### src/include/cbr_pkg.sv
package cbr_pkg;

    // Register map, byte addresses on the AXI4-Lite slave.
    localparam logic [7:0] ADDR_CTRL = 8'h00;
    localparam logic [7:0] ADDR_BASE_ID = 8'h04;
    localparam logic [7:0] ADDR_MSG_GAP = 8'h08;
    localparam logic [7:0] ADDR_STATUS = 8'h0C;
    localparam logic [7:0] ADDR_BLK0 = 8'h10;
    localparam int BLK_STRIDE_BYTES = 16;
    localparam logic [1:0] BLK_DATA_PTR = 2'h0;
    localparam logic [1:0] BLK_GATE_PTR = 2'h1;
    localparam logic [1:0] BLK_STRIDE = 2'h2;
    localparam logic [1:0] BLK_COUNT = 2'h3;

    // Control bits.
    localparam int CTRL_ENABLE_BIT = 0;
    localparam int CTRL_PASS_BIT = 1;

    // Identifier layout.
    localparam int ID_W = 11;
    localparam logic [10:0] BULK_ID_OFFSET = 11'h040;
    localparam logic [10:0] BASE_ID_RESET = 11'h100;

    // Pause between messages.
    localparam int CLK_MHZ = 50;
    localparam logic [15:0] MSG_GAP_US_RESET = 16'h03E8;

    localparam logic [1:0] RESP_OKAY = 2'h0;
    localparam logic [1:0] RESP_DECERR = 2'h3;

    typedef enum logic [2:0] {
        CBR_IDLE,
        CBR_READ_GATE,
        CBR_READ_DATA,
        CBR_SEND,
        CBR_PAUSE,
        CBR_NEXT
    } cbr_state_e;

endpackage : cbr_pkg

### src/core/cbr_reporter.sv
`timescale 1ns/1ps
// Overview of operation
// - Four independent bulk report blocks, indexed 0-3.
// - Bulk frames formatted like individual frames.
// - Zero start pointer silences that block.
// - Gate pointer register decides each transmission.
// - Both pointers advance by stride after each item.
// - Exactly item count gate registers read per live block per pass.
// - Block 0 identifiers start at base plus 64.
// - Consecutive identifiers, one per item, in order.
// - Later blocks follow all earlier blocks' identifiers.
// - Every counted slot occupies an identifier.
// - Identifiers allocated upward from configurable base.
// - Transmit only when gate register is nonzero.
// - Configurable microsecond pause between report messages.
module cbr_reporter #(
    parameter int ADDR_W = 16,
    parameter int DATA_W = 32,
    parameter int CNT_W = 16,
    parameter int NUM_BLK = 4
) (
    input wire logic aclk,
    input wire logic aresetn,
    input wire logic clk_en,
    input wire logic [7:0] s_axi_awaddr,
    input wire logic s_axi_awvalid,
    output logic s_axi_awready,
    input wire logic [31:0] s_axi_wdata,
    input wire logic [3:0] s_axi_wstrb,
    input wire logic s_axi_wvalid,
    output logic s_axi_wready,
    output logic [1:0] s_axi_bresp,
    output logic s_axi_bvalid,
    input wire logic s_axi_bready,
    input wire logic [7:0] s_axi_araddr,
    input wire logic s_axi_arvalid,
    output logic s_axi_arready,
    output logic [31:0] s_axi_rdata,
    output logic [1:0] s_axi_rresp,
    output logic s_axi_rvalid,
    input wire logic s_axi_rready,
    input wire logic pass_start,
    output logic [ADDR_W-1:0] reg_addr,
    output logic reg_req,
    input wire logic reg_ack,
    input wire logic [DATA_W-1:0] reg_rdata,
    output logic [10:0] tx_id,
    output logic [DATA_W-1:0] tx_data,
    output logic tx_valid,
    input wire logic tx_ready,
    output logic pass_busy
);

    localparam int GAP_PER_US = cbr_pkg::CLK_MHZ;

    if (NUM_BLK != 4 || ADDR_W < 2 || ADDR_W > 32 || CNT_W < 1
        || CNT_W > 16 || DATA_W < 1)
    begin : bad_params
        $error("cbr_reporter: unsupported parameters");
    end

    ////////////////////////////////////////////////////////////////////////
    logic enable_ff;
    logic pass_req_ff;
    logic [10:0] base_id_ff;
    logic [15:0] gap_us_ff;
    logic [ADDR_W-1:0] dptr_ff [NUM_BLK];
    logic [ADDR_W-1:0] gptr_ff [NUM_BLK];
    logic [ADDR_W-1:0] stride_ff [NUM_BLK];
    logic [CNT_W-1:0] count_ff [NUM_BLK];
    logic [7:0] awaddr_ff;
    logic aw_held_ff;
    logic [31:0] wdata_ff;
    logic w_held_ff;
    logic wstrb_lo_ff;

    cbr_pkg::cbr_state_e state_ff;
    logic [1:0] blk_ff;
    logic [CNT_W-1:0] item_ff;
    logic [10:0] id_ff;
    logic [ADDR_W-1:0] cur_d_ff;
    logic [ADDR_W-1:0] cur_g_ff;
    logic [21:0] gap_cnt_ff;

    function automatic logic blk_hit(input logic [7:0] a);
        blk_hit = (a >= cbr_pkg::ADDR_BLK0)
            && (a < cbr_pkg::ADDR_BLK0 + 8'(NUM_BLK * 16));
    endfunction : blk_hit

    // Any mapped register, used by both the write and the read channel.
    function automatic logic reg_hit(input logic [7:0] a);
        reg_hit = blk_hit(a) || a == cbr_pkg::ADDR_CTRL
            || a == cbr_pkg::ADDR_BASE_ID || a == cbr_pkg::ADDR_MSG_GAP
            || a == cbr_pkg::ADDR_STATUS;
    endfunction : reg_hit

    ////////////////////////////////////////////////////////////////////////
    // Write channel: address and data taken in either order.
    wire wr_go = aw_held_ff && w_held_ff && !s_axi_bvalid;
    wire [7:0] wa_blk = awaddr_ff - cbr_pkg::ADDR_BLK0;
    wire wa_in_blk = blk_hit(awaddr_ff);
    wire [1:0] wa_idx = wa_blk[5:4];
    wire [1:0] wa_fld = wa_blk[3:2];
    wire wa_ok = reg_hit(awaddr_ff);

    always_ff @(posedge aclk)
    begin
        if (!aresetn)
        begin
            aw_held_ff <= 1'b0;
            w_held_ff <= 1'b0;
            awaddr_ff <= 8'h00;
            wdata_ff <= 32'h0000_0000;
            wstrb_lo_ff <= 1'b0;
            s_axi_bvalid <= 1'b0;
            s_axi_bresp <= cbr_pkg::RESP_OKAY;
        end
        else if (clk_en)
        begin
            if (s_axi_awvalid && s_axi_awready)
            begin
                aw_held_ff <= 1'b1;
                awaddr_ff <= s_axi_awaddr;
            end
            if (s_axi_wvalid && s_axi_wready)
            begin
                w_held_ff <= 1'b1;
                wdata_ff <= s_axi_wdata;
                wstrb_lo_ff <= s_axi_wstrb[0];
            end
            if (wr_go)
            begin
                aw_held_ff <= 1'b0;
                w_held_ff <= 1'b0;
                s_axi_bvalid <= 1'b1;
                s_axi_bresp <= wa_ok ? cbr_pkg::RESP_OKAY
                                     : cbr_pkg::RESP_DECERR;
            end
            else if (s_axi_bready)
                s_axi_bvalid <= 1'b0;
        end
    end

    assign s_axi_awready = !aw_held_ff && !s_axi_bvalid && aresetn && clk_en;
    assign s_axi_wready = !w_held_ff && !s_axi_bvalid && aresetn && clk_en;

    // Configuration registers; only low 16 bits of fields are used.
    wire pass_done = state_ff == cbr_pkg::CBR_NEXT && blk_ff == 2'(NUM_BLK-1);
    always_ff @(posedge aclk)
    begin
        if (!aresetn)
        begin
            enable_ff <= 1'b0;
            pass_req_ff <= 1'b0;
            base_id_ff <= cbr_pkg::BASE_ID_RESET;
            gap_us_ff <= cbr_pkg::MSG_GAP_US_RESET;
            for (int i = 0; i < NUM_BLK; i++)
            begin
                dptr_ff[i] <= '0;
                gptr_ff[i] <= '0;
                stride_ff[i] <= '0;
                count_ff[i] <= '0;
            end
        end
        else if (clk_en)
        begin
            if (pass_start || (wr_go && awaddr_ff == cbr_pkg::ADDR_CTRL
                && wstrb_lo_ff && wdata_ff[cbr_pkg::CTRL_PASS_BIT]))
                pass_req_ff <= 1'b1;
            else if (state_ff == cbr_pkg::CBR_IDLE && pass_req_ff)
                pass_req_ff <= 1'b0;
            if (wr_go && wstrb_lo_ff && awaddr_ff == cbr_pkg::ADDR_CTRL)
                enable_ff <= wdata_ff[cbr_pkg::CTRL_ENABLE_BIT];
            if (wr_go && awaddr_ff == cbr_pkg::ADDR_BASE_ID)
                base_id_ff <= wdata_ff[10:0];
            if (wr_go && awaddr_ff == cbr_pkg::ADDR_MSG_GAP)
                gap_us_ff <= wdata_ff[15:0];
            if (wr_go && wa_in_blk)
            begin
                unique case (wa_fld)
                    cbr_pkg::BLK_DATA_PTR: dptr_ff[wa_idx] <= wdata_ff[ADDR_W-1:0];
                    cbr_pkg::BLK_GATE_PTR: gptr_ff[wa_idx] <= wdata_ff[ADDR_W-1:0];
                    cbr_pkg::BLK_STRIDE: stride_ff[wa_idx] <= wdata_ff[ADDR_W-1:0];
                    cbr_pkg::BLK_COUNT: count_ff[wa_idx] <= wdata_ff[CNT_W-1:0];
                endcase
            end
        end
    end

    ////////////////////////////////////////////////////////////////////////
    // Read channel.
    wire [7:0] ra_blk = s_axi_araddr - cbr_pkg::ADDR_BLK0;
    wire [1:0] ra_idx = ra_blk[5:4];
    wire [31:0] ra_blk_val =
        ra_blk[3:2] == cbr_pkg::BLK_DATA_PTR ? 32'(dptr_ff[ra_idx]) :
        ra_blk[3:2] == cbr_pkg::BLK_GATE_PTR ? 32'(gptr_ff[ra_idx]) :
        ra_blk[3:2] == cbr_pkg::BLK_STRIDE ? 32'(stride_ff[ra_idx]) :
        32'(count_ff[ra_idx]);
    wire [31:0] status_val = {16'h0000, 3'(state_ff), 2'(blk_ff),
        11'(id_ff)};
    wire ra_ok = reg_hit(s_axi_araddr);
    wire [31:0] ra_val =
        blk_hit(s_axi_araddr) ? ra_blk_val :
        s_axi_araddr == cbr_pkg::ADDR_CTRL ? {30'h0, pass_busy, enable_ff} :
        s_axi_araddr == cbr_pkg::ADDR_BASE_ID ? {21'h0, base_id_ff} :
        s_axi_araddr == cbr_pkg::ADDR_MSG_GAP ? {16'h0000, gap_us_ff} :
        s_axi_araddr == cbr_pkg::ADDR_STATUS ? status_val : 32'h0000_0000;

    assign s_axi_arready = !s_axi_rvalid && aresetn && clk_en;

    always_ff @(posedge aclk)
    begin
        if (!aresetn)
        begin
            s_axi_rvalid <= 1'b0;
            s_axi_rdata <= 32'h0000_0000;
            s_axi_rresp <= cbr_pkg::RESP_OKAY;
        end
        else if (clk_en)
        begin
            if (s_axi_arvalid && s_axi_arready)
            begin
                s_axi_rvalid <= 1'b1;
                s_axi_rdata <= ra_val;
                s_axi_rresp <= ra_ok ? cbr_pkg::RESP_OKAY
                                     : cbr_pkg::RESP_DECERR;
            end
            else if (s_axi_rready)
                s_axi_rvalid <= 1'b0;
        end
    end

    ////////////////////////////////////////////////////////////////////////
    // Report walker.
    wire blk_live = dptr_ff[blk_ff] != '0 && count_ff[blk_ff] != '0;
    wire [21:0] gap_cycles = 22'(gap_us_ff) * 22'(GAP_PER_US);

    always_ff @(posedge aclk)
    begin
        if (!aresetn)
        begin
            state_ff <= cbr_pkg::CBR_IDLE;
            blk_ff <= 2'h0;
            item_ff <= '0;
            id_ff <= 11'h000;
            cur_d_ff <= '0;
            cur_g_ff <= '0;
            gap_cnt_ff <= 22'h00_0000;
            reg_req <= 1'b0;
            reg_addr <= '0;
            tx_valid <= 1'b0;
            tx_id <= 11'h000;
            tx_data <= '0;
            pass_busy <= 1'b0;
        end
        else if (clk_en)
        begin
            if (gap_cnt_ff != 22'h00_0000)
                gap_cnt_ff <= gap_cnt_ff - 22'h00_0001;
            unique case (state_ff)
                cbr_pkg::CBR_IDLE:
                    if (pass_req_ff && enable_ff)
                    begin
                        pass_busy <= 1'b1;
                        blk_ff <= 2'h0;
                        item_ff <= '0;
                        id_ff <= base_id_ff + cbr_pkg::BULK_ID_OFFSET;
                        cur_d_ff <= dptr_ff[0];
                        cur_g_ff <= gptr_ff[0];
                        state_ff <= cbr_pkg::CBR_NEXT;
                    end
                cbr_pkg::CBR_READ_GATE:
                    if (reg_ack)
                    begin
                        reg_req <= 1'b0;
                        if (reg_rdata != '0)
                            state_ff <= cbr_pkg::CBR_READ_DATA;
                        else
                            state_ff <= cbr_pkg::CBR_PAUSE;
                    end
                cbr_pkg::CBR_READ_DATA:
                    if (!reg_req)
                    begin
                        reg_req <= 1'b1;
                        reg_addr <= cur_d_ff;
                    end
                    else if (reg_ack)
                    begin
                        reg_req <= 1'b0;
                        tx_data <= reg_rdata;
                        tx_id <= id_ff;
                        state_ff <= cbr_pkg::CBR_SEND;
                    end
                cbr_pkg::CBR_SEND:
                    if (!tx_valid && gap_cnt_ff == 22'h00_0000)
                        tx_valid <= 1'b1;
                    else if (tx_valid && tx_ready)
                    begin
                        tx_valid <= 1'b0;
                        gap_cnt_ff <= gap_cycles;
                        state_ff <= cbr_pkg::CBR_PAUSE;
                    end
                cbr_pkg::CBR_PAUSE:
                begin
                    // Skipped items still consume an identifier.
                    id_ff <= id_ff + 11'h001;
                    item_ff <= item_ff + CNT_W'(1);
                    cur_d_ff <= cur_d_ff + stride_ff[blk_ff];
                    cur_g_ff <= cur_g_ff + stride_ff[blk_ff];
                    state_ff <= cbr_pkg::CBR_NEXT;
                end
                cbr_pkg::CBR_NEXT:
                    if (item_ff != '0 && item_ff == count_ff[blk_ff]
                        || !blk_live || item_ff > count_ff[blk_ff])
                    begin
                        // Silent blocks still reserve their span.
                        if (!blk_live)
                            id_ff <= id_ff + 11'(count_ff[blk_ff]);
                        if (blk_ff == 2'(NUM_BLK-1))
                        begin
                            pass_busy <= 1'b0;
                            state_ff <= cbr_pkg::CBR_IDLE;
                        end
                        else
                        begin
                            blk_ff <= blk_ff + 2'h1;
                            item_ff <= '0;
                            cur_d_ff <= dptr_ff[blk_ff + 2'h1];
                            cur_g_ff <= gptr_ff[blk_ff + 2'h1];
                        end
                    end
                    else
                    begin
                        reg_req <= 1'b1;
                        reg_addr <= cur_g_ff;
                        state_ff <= cbr_pkg::CBR_READ_GATE;
                    end
            endcase
        end
    end

    ////////////////////////////////////////////////////////////////////////
    id_step_a: assert property (@(posedge aclk) disable iff (!aresetn)
        clk_en && state_ff == cbr_pkg::CBR_PAUSE |=> id_ff == $past(id_ff) + 11'h001)
        else $error("identifier did not step by one");
    first_id_a: assert property (@(posedge aclk) disable iff (!aresetn)
        clk_en && state_ff == cbr_pkg::CBR_IDLE && pass_req_ff && enable_ff
        |=> id_ff == base_id_ff + cbr_pkg::BULK_ID_OFFSET)
        else $error("first identifier not base plus 64");
    stride_step_a: assert property (@(posedge aclk) disable iff (!aresetn)
        clk_en && state_ff == cbr_pkg::CBR_PAUSE
        |=> cur_g_ff == $past(cur_g_ff) + $past(stride_ff[blk_ff]))
        else $error("gate pointer did not advance by stride");
    gate_hold_a: assert property (@(posedge aclk) disable iff (!aresetn)
        clk_en && state_ff == cbr_pkg::CBR_READ_GATE && reg_ack
        && reg_rdata == '0 |=> state_ff != cbr_pkg::CBR_READ_DATA)
        else $error("message read despite closed gate");
    silent_blk_a: assert property (@(posedge aclk) disable iff (!aresetn)
        clk_en && state_ff == cbr_pkg::CBR_NEXT && dptr_ff[blk_ff] == '0
        |=> state_ff != cbr_pkg::CBR_READ_GATE)
        else $error("block with zero pointer was walked");
    tx_stable_a: assert property (@(posedge aclk) disable iff (!aresetn)
        tx_valid && !tx_ready |=> tx_valid && $stable(tx_id) && $stable(tx_data))
        else $error("frame changed while waiting");
    gap_a: assert property (@(posedge aclk) disable iff (!aresetn)
        gap_cnt_ff != 22'h00_0000 |-> !(tx_valid && !$past(tx_valid)))
        else $error("frame offered during pause");
    order_a: assert property (@(posedge aclk) disable iff (!aresetn)
        clk_en && state_ff == cbr_pkg::CBR_NEXT && !pass_done
        |=> blk_ff == $past(blk_ff) || blk_ff == $past(blk_ff) + 2'h1)
        else $error("blocks not visited in index order");

endmodule : cbr_reporter

### config.mk
export PLATFORM = sky130hd
export DESIGN_NAME = cbr_reporter
export DESIGN_NICKNAME = d
export VERILOG_FILES = /design/src/include/cbr_pkg.sv /design/src/core/cbr_reporter.sv
export SDC_FILE = /design/constraint.sdc
export NUM_CORES = 1
export LEC_CHECK = 0
export CAP_MARGIN = 20
export CORE_ASPECT_RATIO = 0.7
export CORE_UTILIZATION = 50
export DETAILED_ROUTE_END_ITERATION = 16
export DONT_BUFFER_PORTS = 1
export GPL_TIMING_DRIVEN = 0
export PLACE_DENSITY = 0.62
export SKIP_CTS_REPAIR_TIMING = 1
export SYNTH_ARGS = -nofsm -noshare
export SYNTH_HDL_FRONTEND = slang
export SYNTH_SLANG_ARGS = --single-unit
### constraint.sdc
create_clock -name aclk -period 4.8 [get_ports aclk]
set_clock_uncertainty 0.05 [all_clocks]
set_input_delay 0.96 -clock aclk [delete_from_list [all_inputs] [get_ports aclk]]
set_output_delay 0.96 -clock aclk [all_outputs]
set_load 0.005 [all_outputs]
==> results of run 1 <==
worst min-delay path by stage:
stage | start | cells past startpoint | slack, ns | endpoint
final | gap_cnt_ff[8]$_SDFFE_PN0P_ | 2 | 0.40 | gap_cnt_ff[8]$_SDFFE_PN0P_
after global placement | gap_cnt_ff[8]$_SDFFE_PN0P_ | 2 | 0.39 | gap_cnt_ff[8]$_SDFFE_PN0P_
after detailed placement | awaddr_ff[1]$_SDFFE_PN0P_ | 2 | 0.40 | awaddr_ff[1]$_SDFFE_PN0P_
after global routing | reg_rdata[14] | 2 | 0.41 | tx_data[14]$_SDFFE_PN0P_
after CTS | reg_rdata[16] | 2 | 0.40 | tx_data[16]$_SDFFE_PN0P_
after floorplan | gap_cnt_ff[8]$_SDFFE_PN0P_ | 2 | 0.38 | gap_cnt_ff[8]$_SDFFE_PN0P_
sequential cells by signal, indices dropped and copies added (netlist names), 22 cells and up, named ones only:
register,flops
count_ff,64
gap_cnt_ff,22
stride_ff,64
tx_data,32
gptr_ff,64
dptr_ff,64
stage by stage:
stage,setup TNS [ns],hold slack [ns]
detailed placement,-9.04,0.399
floorplan,0,0.381
CTS,-0.700,0.395
global placement,-41.42,0.390
finish,0,0.405
global route,-0.0821,0.409
per-layer routing:
layer	up-vias	routed length (µm)	global-route usage [%]
li1	9896	-	-
met1	11600	44900	56.7
met2	1624	43300	52.8
met3	184	17000	15.2
met4	0	3090	10.9
met5	-	0	0
cells in the mapped netlist (53+ instances only):
| cell | n | area share (%) |
|---|---|---|
| nand2_1 | 304 | 4.2 |
| edfxtp_1 | 256 | 28 |
| dfxtp_1 | 226 | 16 |
| nor2_1 | 177 | 2.4 |
| a21oi_1 | 164 | 3.0 |
| clkbuf_1 | 162 | 2.2 |
| and3_1 | 146 | 3.3 |
| mux4_2 | 146 | 12 |
| and2_1 | 135 | 3.1 |
| ha_1 | 119 | 5.4 |
| inv_1 | 100 | 1.4 |
| o21ai_0 | 92 | 1.7 |
| nand3_1 | 53 | 0.97 |
power by group through the flow:
stage                     sequential, µW  combinational, µW  clock, µW
after floorplan                     4750               1300          0
after global placement              4840               1780          0
after detailed placement            4850               1820          0
after CTS                           4760               1830       4020
after global routing                4800               2030       4170
final                               4780               1910       4010
cell families (layout without fill, tap and decap cells):
group	after synthesis	count (layout)	synth area share [%]
adders and majority gates	133	133	6.44
DFF	482	482	44.5
other	1	21	0.0137
muxes	179	179	13.2
AOI/OAI and AO/OA	496	496	11.7
and+or+nand+nor	983	983	17.9
xor gates and xnor gates	47	47	1.50
buffers and inverters	314	410	4.73
critical path, delay by kind of cell, from the launching register on:
kind | cells | cell delay [ns]
AOI/OAI and AO/OA | 7 | 1.81
adders and majority gates | 1 | 0.23
buffers and inverters | 4 | 1.28
DFF | 1 | 0.30
muxes | 1 | 0.14
and+or+nand+nor | 2 | 0.78
cell type report:
cell class | count | area share [%]
repair buffers | 7 | 0.327
well taps | 730 | 3.02
clock inverters | 28 | 0.840
diodes | 5 | 0.0414
flip-flops and latches | 482 | 40.4
plain buffers | 209 | 3.02
inverters | 103 | 1.28
clock buffers | 63 | 4.52
multi-input cells | 1854 | 46.5
==> flow_summary.json, run 1 <==
{
  "grt_usage_pct": 38.9,
  "maximum_number_of_pins_on_one_net_before_global_route_repair": 17,
  "vdd.ir_drop.worst_uv": 293,
  "clkTransAtPathRegs_ns": 0.07,
  "cp.arrival_ns": 5.16,
  "final_layout_size_suffix_gt1_share_pct": 12.0,
  "core-area_um2": 54000,
  "pwr-share-seq_pct": 44.7,
  "clock_sinks": 482,
  "vias_in_the_first_global_route": 21400,
  "row_count": 71,
  "tritoncts": "built",
  "fp.dieArea_um2": 55900,
  "mean_area_per_synthesized_cell_um2": 10.4,
  "num_vias": 23300,
  "preCtsSetupSlack_ns": -0.591,
  "syn_area_um2": 27500,
  "crit_path_end_kind": "flip-flop",
  "power_density_nw_per_um2": 354,
  "drt_iter0_markers": 3546,
  "final-instance-count-excl-fill": 3481,
  "report.power.total_uw": 10700,
  "path_common_cell": "o21ai_0",
  "grt_pass1_wl_um": 153000,
  "finalHoldViolCount": 0,
  "n_fill_cell": 4697,
  "clock-root-buffer": "clkbuf_16",
  "tightest_slew_ns": 1.26,
  "maxCapViolations": 0,
  "clk_latency_ns": 0.64,
  "synth_warnings": 0,
  "post_synth_inst_count": 2635,
  "wire_per_inst_um": 31.1,
  "dp.final_hpwl_um": 81800,
  "placed_cells_incl_taps": 3385,
  "internal_power_uw": 7440,
  "chipHeight_um": 198,
  "synth-edff-count": 256,
  "vias_per_cell": 6.68,
  "p_leak_uw": 0.0114,
  "critical_path.max_fanout": 10,
  "regToRegSetupSlack_ns": 0.14,
  "routed_wirelength_um": 108000,
  "multi_input_logic_area_um2": 14100,
  "postLayoutCoreUtil_pct": 56.0,
  "post-route-drc-count": 0,
  "most_frequent_cells_in_the_layout": "nand2_1, edfxtp_1, dfxtp_1, nor2_1, a21oi_1",
  "initial_core_util_pct": 50.8,
  "setup_violations": 0,
  "comb_power_share_pct": 17.8,
  "cp-endpoint": "id_ff[9]$_SDFFE_PN0P_",
  "outcome": "complete, no violations",
  "relSlewSlack_pct": 16.2,
  "finish.net_count": 2935,
  "syn_to_final_growth_pct": 10.1,
  "timing.reg2reg.worst_path_depth": 15,
  "period_minus_ws_final_ns": 4.66,
  "firstDrtPassIters": 6,
  "worst_slack_ns": 0.142,
  "holdCritPathClass": "reg -> reg",
  "h-tree-depth": 2,
  "final_antenna_net_count": 0,
  "power_frac_clock_pct": 37.5,
  "crit_slowest_cell": "nor2_4",
  "cts_made_buffers": 50,
  "power.net_switching_uw": 3260,
  "clock_tree.buffer_depth": 3,
  "width_of_the_chip_um": 282,
  "timing.critical_path.slowest_cell_delay_ns": 0.54,
  "fmax_mhz": 215,
  "synth.ff_latch_count": 482,
  "synthArstFlopShare_pct": 0,
  "critical_path.reg2reg.endpoint": "id_ff[9]$_SDFFE_PN0P_",
  "final-seq-area_um2": 12200,
  "number_of_top_level_pins": 198,
  "port_buffers": 0,
  "grt_overflow_total": 0,
  "r2r_start": "state_ff[0]$_SDFFE_PN0P_",
  "power_switching_share_pct": 30.5,
  "synth_sequential_area_ratio_pct": 44.5,
  "antenna_violations_before_repair": 3,
  "final_max_tran_viols": 0,
  "mostFrequentLayoutCell": "nand2_1",
  "worst-setup-path-type": "reg -> reg",
  "timing.critical_path.from": "state_ff[0]$_SDFFE_PN0P_",
  "critPathRequiredTime_ns": 5.30,
  "stdcell_area_um2": 30200,
  "grt_setup_unrepaired": "true",
  "finalCritPeriodShare_pct": 97.0,
  "gp_routability_congestion": 0.994,
  "synth_cell_type_count": 78,
  "dpl-instance-area_um2": 28500,
  "setup.worst_path.start_class": "flip-flop",
  "crit_chain": "buf_2 -> clkinv_1 -> nor2_4 -> clkbuf_1 -> nand2_1 -> inv_1 -> ha_1 -> a21oi_1 -> o21ai_0 -> o31a_1 -> o41ai_1 -> mux2i_1 -> a2111oi_0 -> o211ai_1 -> o21ai_0",
  "dominantRegCellSynth": "edfxtp_1"
}
Power figures use the tool's default switching activity.
==> run 2, diff against run 1 <==
--- a/config.mk
+++ b/config.mk
@@ -8,11 +8,14 @@
 export CAP_MARGIN = 20
 export CORE_ASPECT_RATIO = 0.7
 export CORE_UTILIZATION = 50
+export CTS_BUF_LIST = sky130_fd_sc_hd__clkbuf_4 sky130_fd_sc_hd__clkbuf_8
 export DETAILED_ROUTE_END_ITERATION = 16
 export DONT_BUFFER_PORTS = 1
 export GPL_TIMING_DRIVEN = 0
 export PLACE_DENSITY = 0.62
 export SKIP_CTS_REPAIR_TIMING = 1
+export SLEW_MARGIN = 10
 export SYNTH_ARGS = -nofsm -noshare
 export SYNTH_HDL_FRONTEND = slang
 export SYNTH_SLANG_ARGS = --single-unit
+export TNS_END_PERCENT = 30
==> flow_summary.json, run 2 (synthesis gave the netlist of run 1 again) <==
{
  "cp.arrival_ns": 4.87,
  "h-tree-depth": 3,
  "timing.reg2reg.worst_path_depth": 10,
  "preCtsSetupSlack_ns": -0.628,
  "worst-setup-path-type": "reg -> reg",
  "maxCapViolations": 0,
  "grt_usage_pct": 38.9,
  "worst_slack_ns": 0.195,
  "final_max_tran_viols": 0,
  "tritoncts": "built",
  "finalHoldViolCount": 0,
  "tightest_slew_ns": 1.29,
  "syn_to_final_growth_pct": 10.3,
  "clk_latency_ns": 0.70,
  "width_of_the_chip_um": 282,
  "grt_pass1_wl_um": 153000,
  "port_buffers": 0,
  "placed_cells_incl_taps": 3387,
  "clock-root-buffer": "clkbuf_8",
  "maximum_number_of_pins_on_one_net_before_global_route_repair": 17,
  "firstDrtPassIters": 8,
  "grt_overflow_total": 0,
  "fp.dieArea_um2": 55900,
  "number_of_top_level_pins": 198,
  "final_antenna_net_count": 0,
  "vdd.ir_drop.worst_uv": 214,
  "crit_path_end_kind": "flip-flop",
  "finalCritPeriodShare_pct": 95.9,
  "clock_tree.buffer_depth": 3,
  "stdcell_area_um2": 30300,
  "critical_path.max_fanout": 16,
  "chipHeight_um": 198,
  "critPathRequiredTime_ns": 5.07,
  "num_vias": 23500,
  "grt_setup_unrepaired": "false",
  "final_layout_size_suffix_gt1_share_pct": 13.7,
  "vias_in_the_first_global_route": 21500,
  "outcome": "complete, no violations",
  "wire_per_inst_um": 30.7,
  "holdCritPathClass": "in -> reg",
  "antenna_violations_before_repair": 6,
  "drt_iter0_markers": 3501,
  "cts_made_buffers": 78,
  "vias_per_cell": 6.65,
  "most_frequent_cells_in_the_layout": "nand2_1, edfxtp_1, dfxtp_1, nor2_1, a21oi_1",
  "clock_sinks": 482,
  "core-area_um2": 54000,
  "setup_violations": 0,
  "power_density_nw_per_um2": 350,
  "routed_wirelength_um": 109000,
  "dp.final_hpwl_um": 81900,
  "fmax_mhz": 217,
  "period_minus_ws_final_ns": 4.61,
  "initial_core_util_pct": 50.8,
  "finish.net_count": 2968,
  "report.power.total_uw": 10600,
  "final-instance-count-excl-fill": 3533,
  "whs_path_depth": 2,
  "clkTransAtPathRegs_ns": 0.07,
  "post-route-drc-count": 0,
  "relSlewSlack_pct": 14.0,
  "gp_routability_congestion": 0.994,
  "row_count": 71,
  "p_leak_uw": 0.0114,
  "setup.worst_path.start_class": "flip-flop",
  "dpl-instance-area_um2": 28600,
  "mostFrequentLayoutCell": "nand2_1"
}
[run 2: cell types whose count changed in the layout (fill, tap and decap cells not counted), sizes merged]
cell / before / now
clkbuf: 226 / 283
buf: 53 / 59
clkinv: 20 / 14
diode: 5 / 2
inv: 106 / 103
clkinvlp: 2 / 3
[run 2: through the flow]
step / hold WS (ns) / utilization [%] / setup TNS [ns]
after floorplan: 0.381 / - / 0
after global placement: 0.390 / 52.6 / -41.42
after detailed placement: 0.397 / 52.9 / -9.71
after CTS: 0.309 / 55.9 / -0.697
after global routing: 0.317 / 56.1 / 0
final: 0.347 / 56.1 / 0
[run 2: where the power goes]
part | switching (µW) | internal, µW | total (µW)
Clock | 1800 | 2100 | 3900
Combinational | 1210 | 702 | 1910
Sequential | 235 | 4540 | 4780
[run 2: worst paths after layout]
| check | startpoint | to | slack (ns) |
|---|---|---|---|
| max | awaddr_ff[4]$_SDFFE_PN0P_ | count_ff[2][1]$_SDFFCE_PN0P_ | 0.19 |
| min | s_axi_wstrb[0] | wstrb_lo_ff$_SDFFE_PN0P_ | 0.35 |
| max reg2reg | awaddr_ff[4]$_SDFFE_PN0P_ | count_ff[2][1]$_SDFFCE_PN0P_ | 0.19 |
| min reg2reg | gap_cnt_ff[8]$_SDFFE_PN0P_ | gap_cnt_ff[8]$_SDFFE_PN0P_ | 0.41 |
[run 2: critical path, stage by stage (launching register included)]
cell and delay (ns):
dfxtp_1 0.67, inv_1 0.17, ha_1 0.23, inv_1 0.07
a311oi_1 0.05, a211oi_1 0.78, nand3_1 0.35, nor2_1 0.37
clkbuf_1 0.42, clkbuf_1 0.41, a21o_1 0.66
[run 2: layout make-up]
class	count	area (µm²)
Clock buffer	121	1470
Antenna cell	2	5.00
Sequential cell	482	12200
Fill cell	4788	23700
Inverter	103	387
Clock inverter	20	178
Tap cell	730	913
Multi-Input combinational cell	1854	14100
Timing Repair Buffer	12	133
Buffer	209	911
[run 2: per-layer routing]
metal / GRT usage, % / vias to the layer above / wire (µm)
met4: 10.8 / 4 / 2940
met5: 0 / - / 30
met2: 52.6 / 1732 / 43300
met3: 16.2 / 183 / 17600
li1: - / 9968 / -
met1: 56.5 / 11600 / 44800
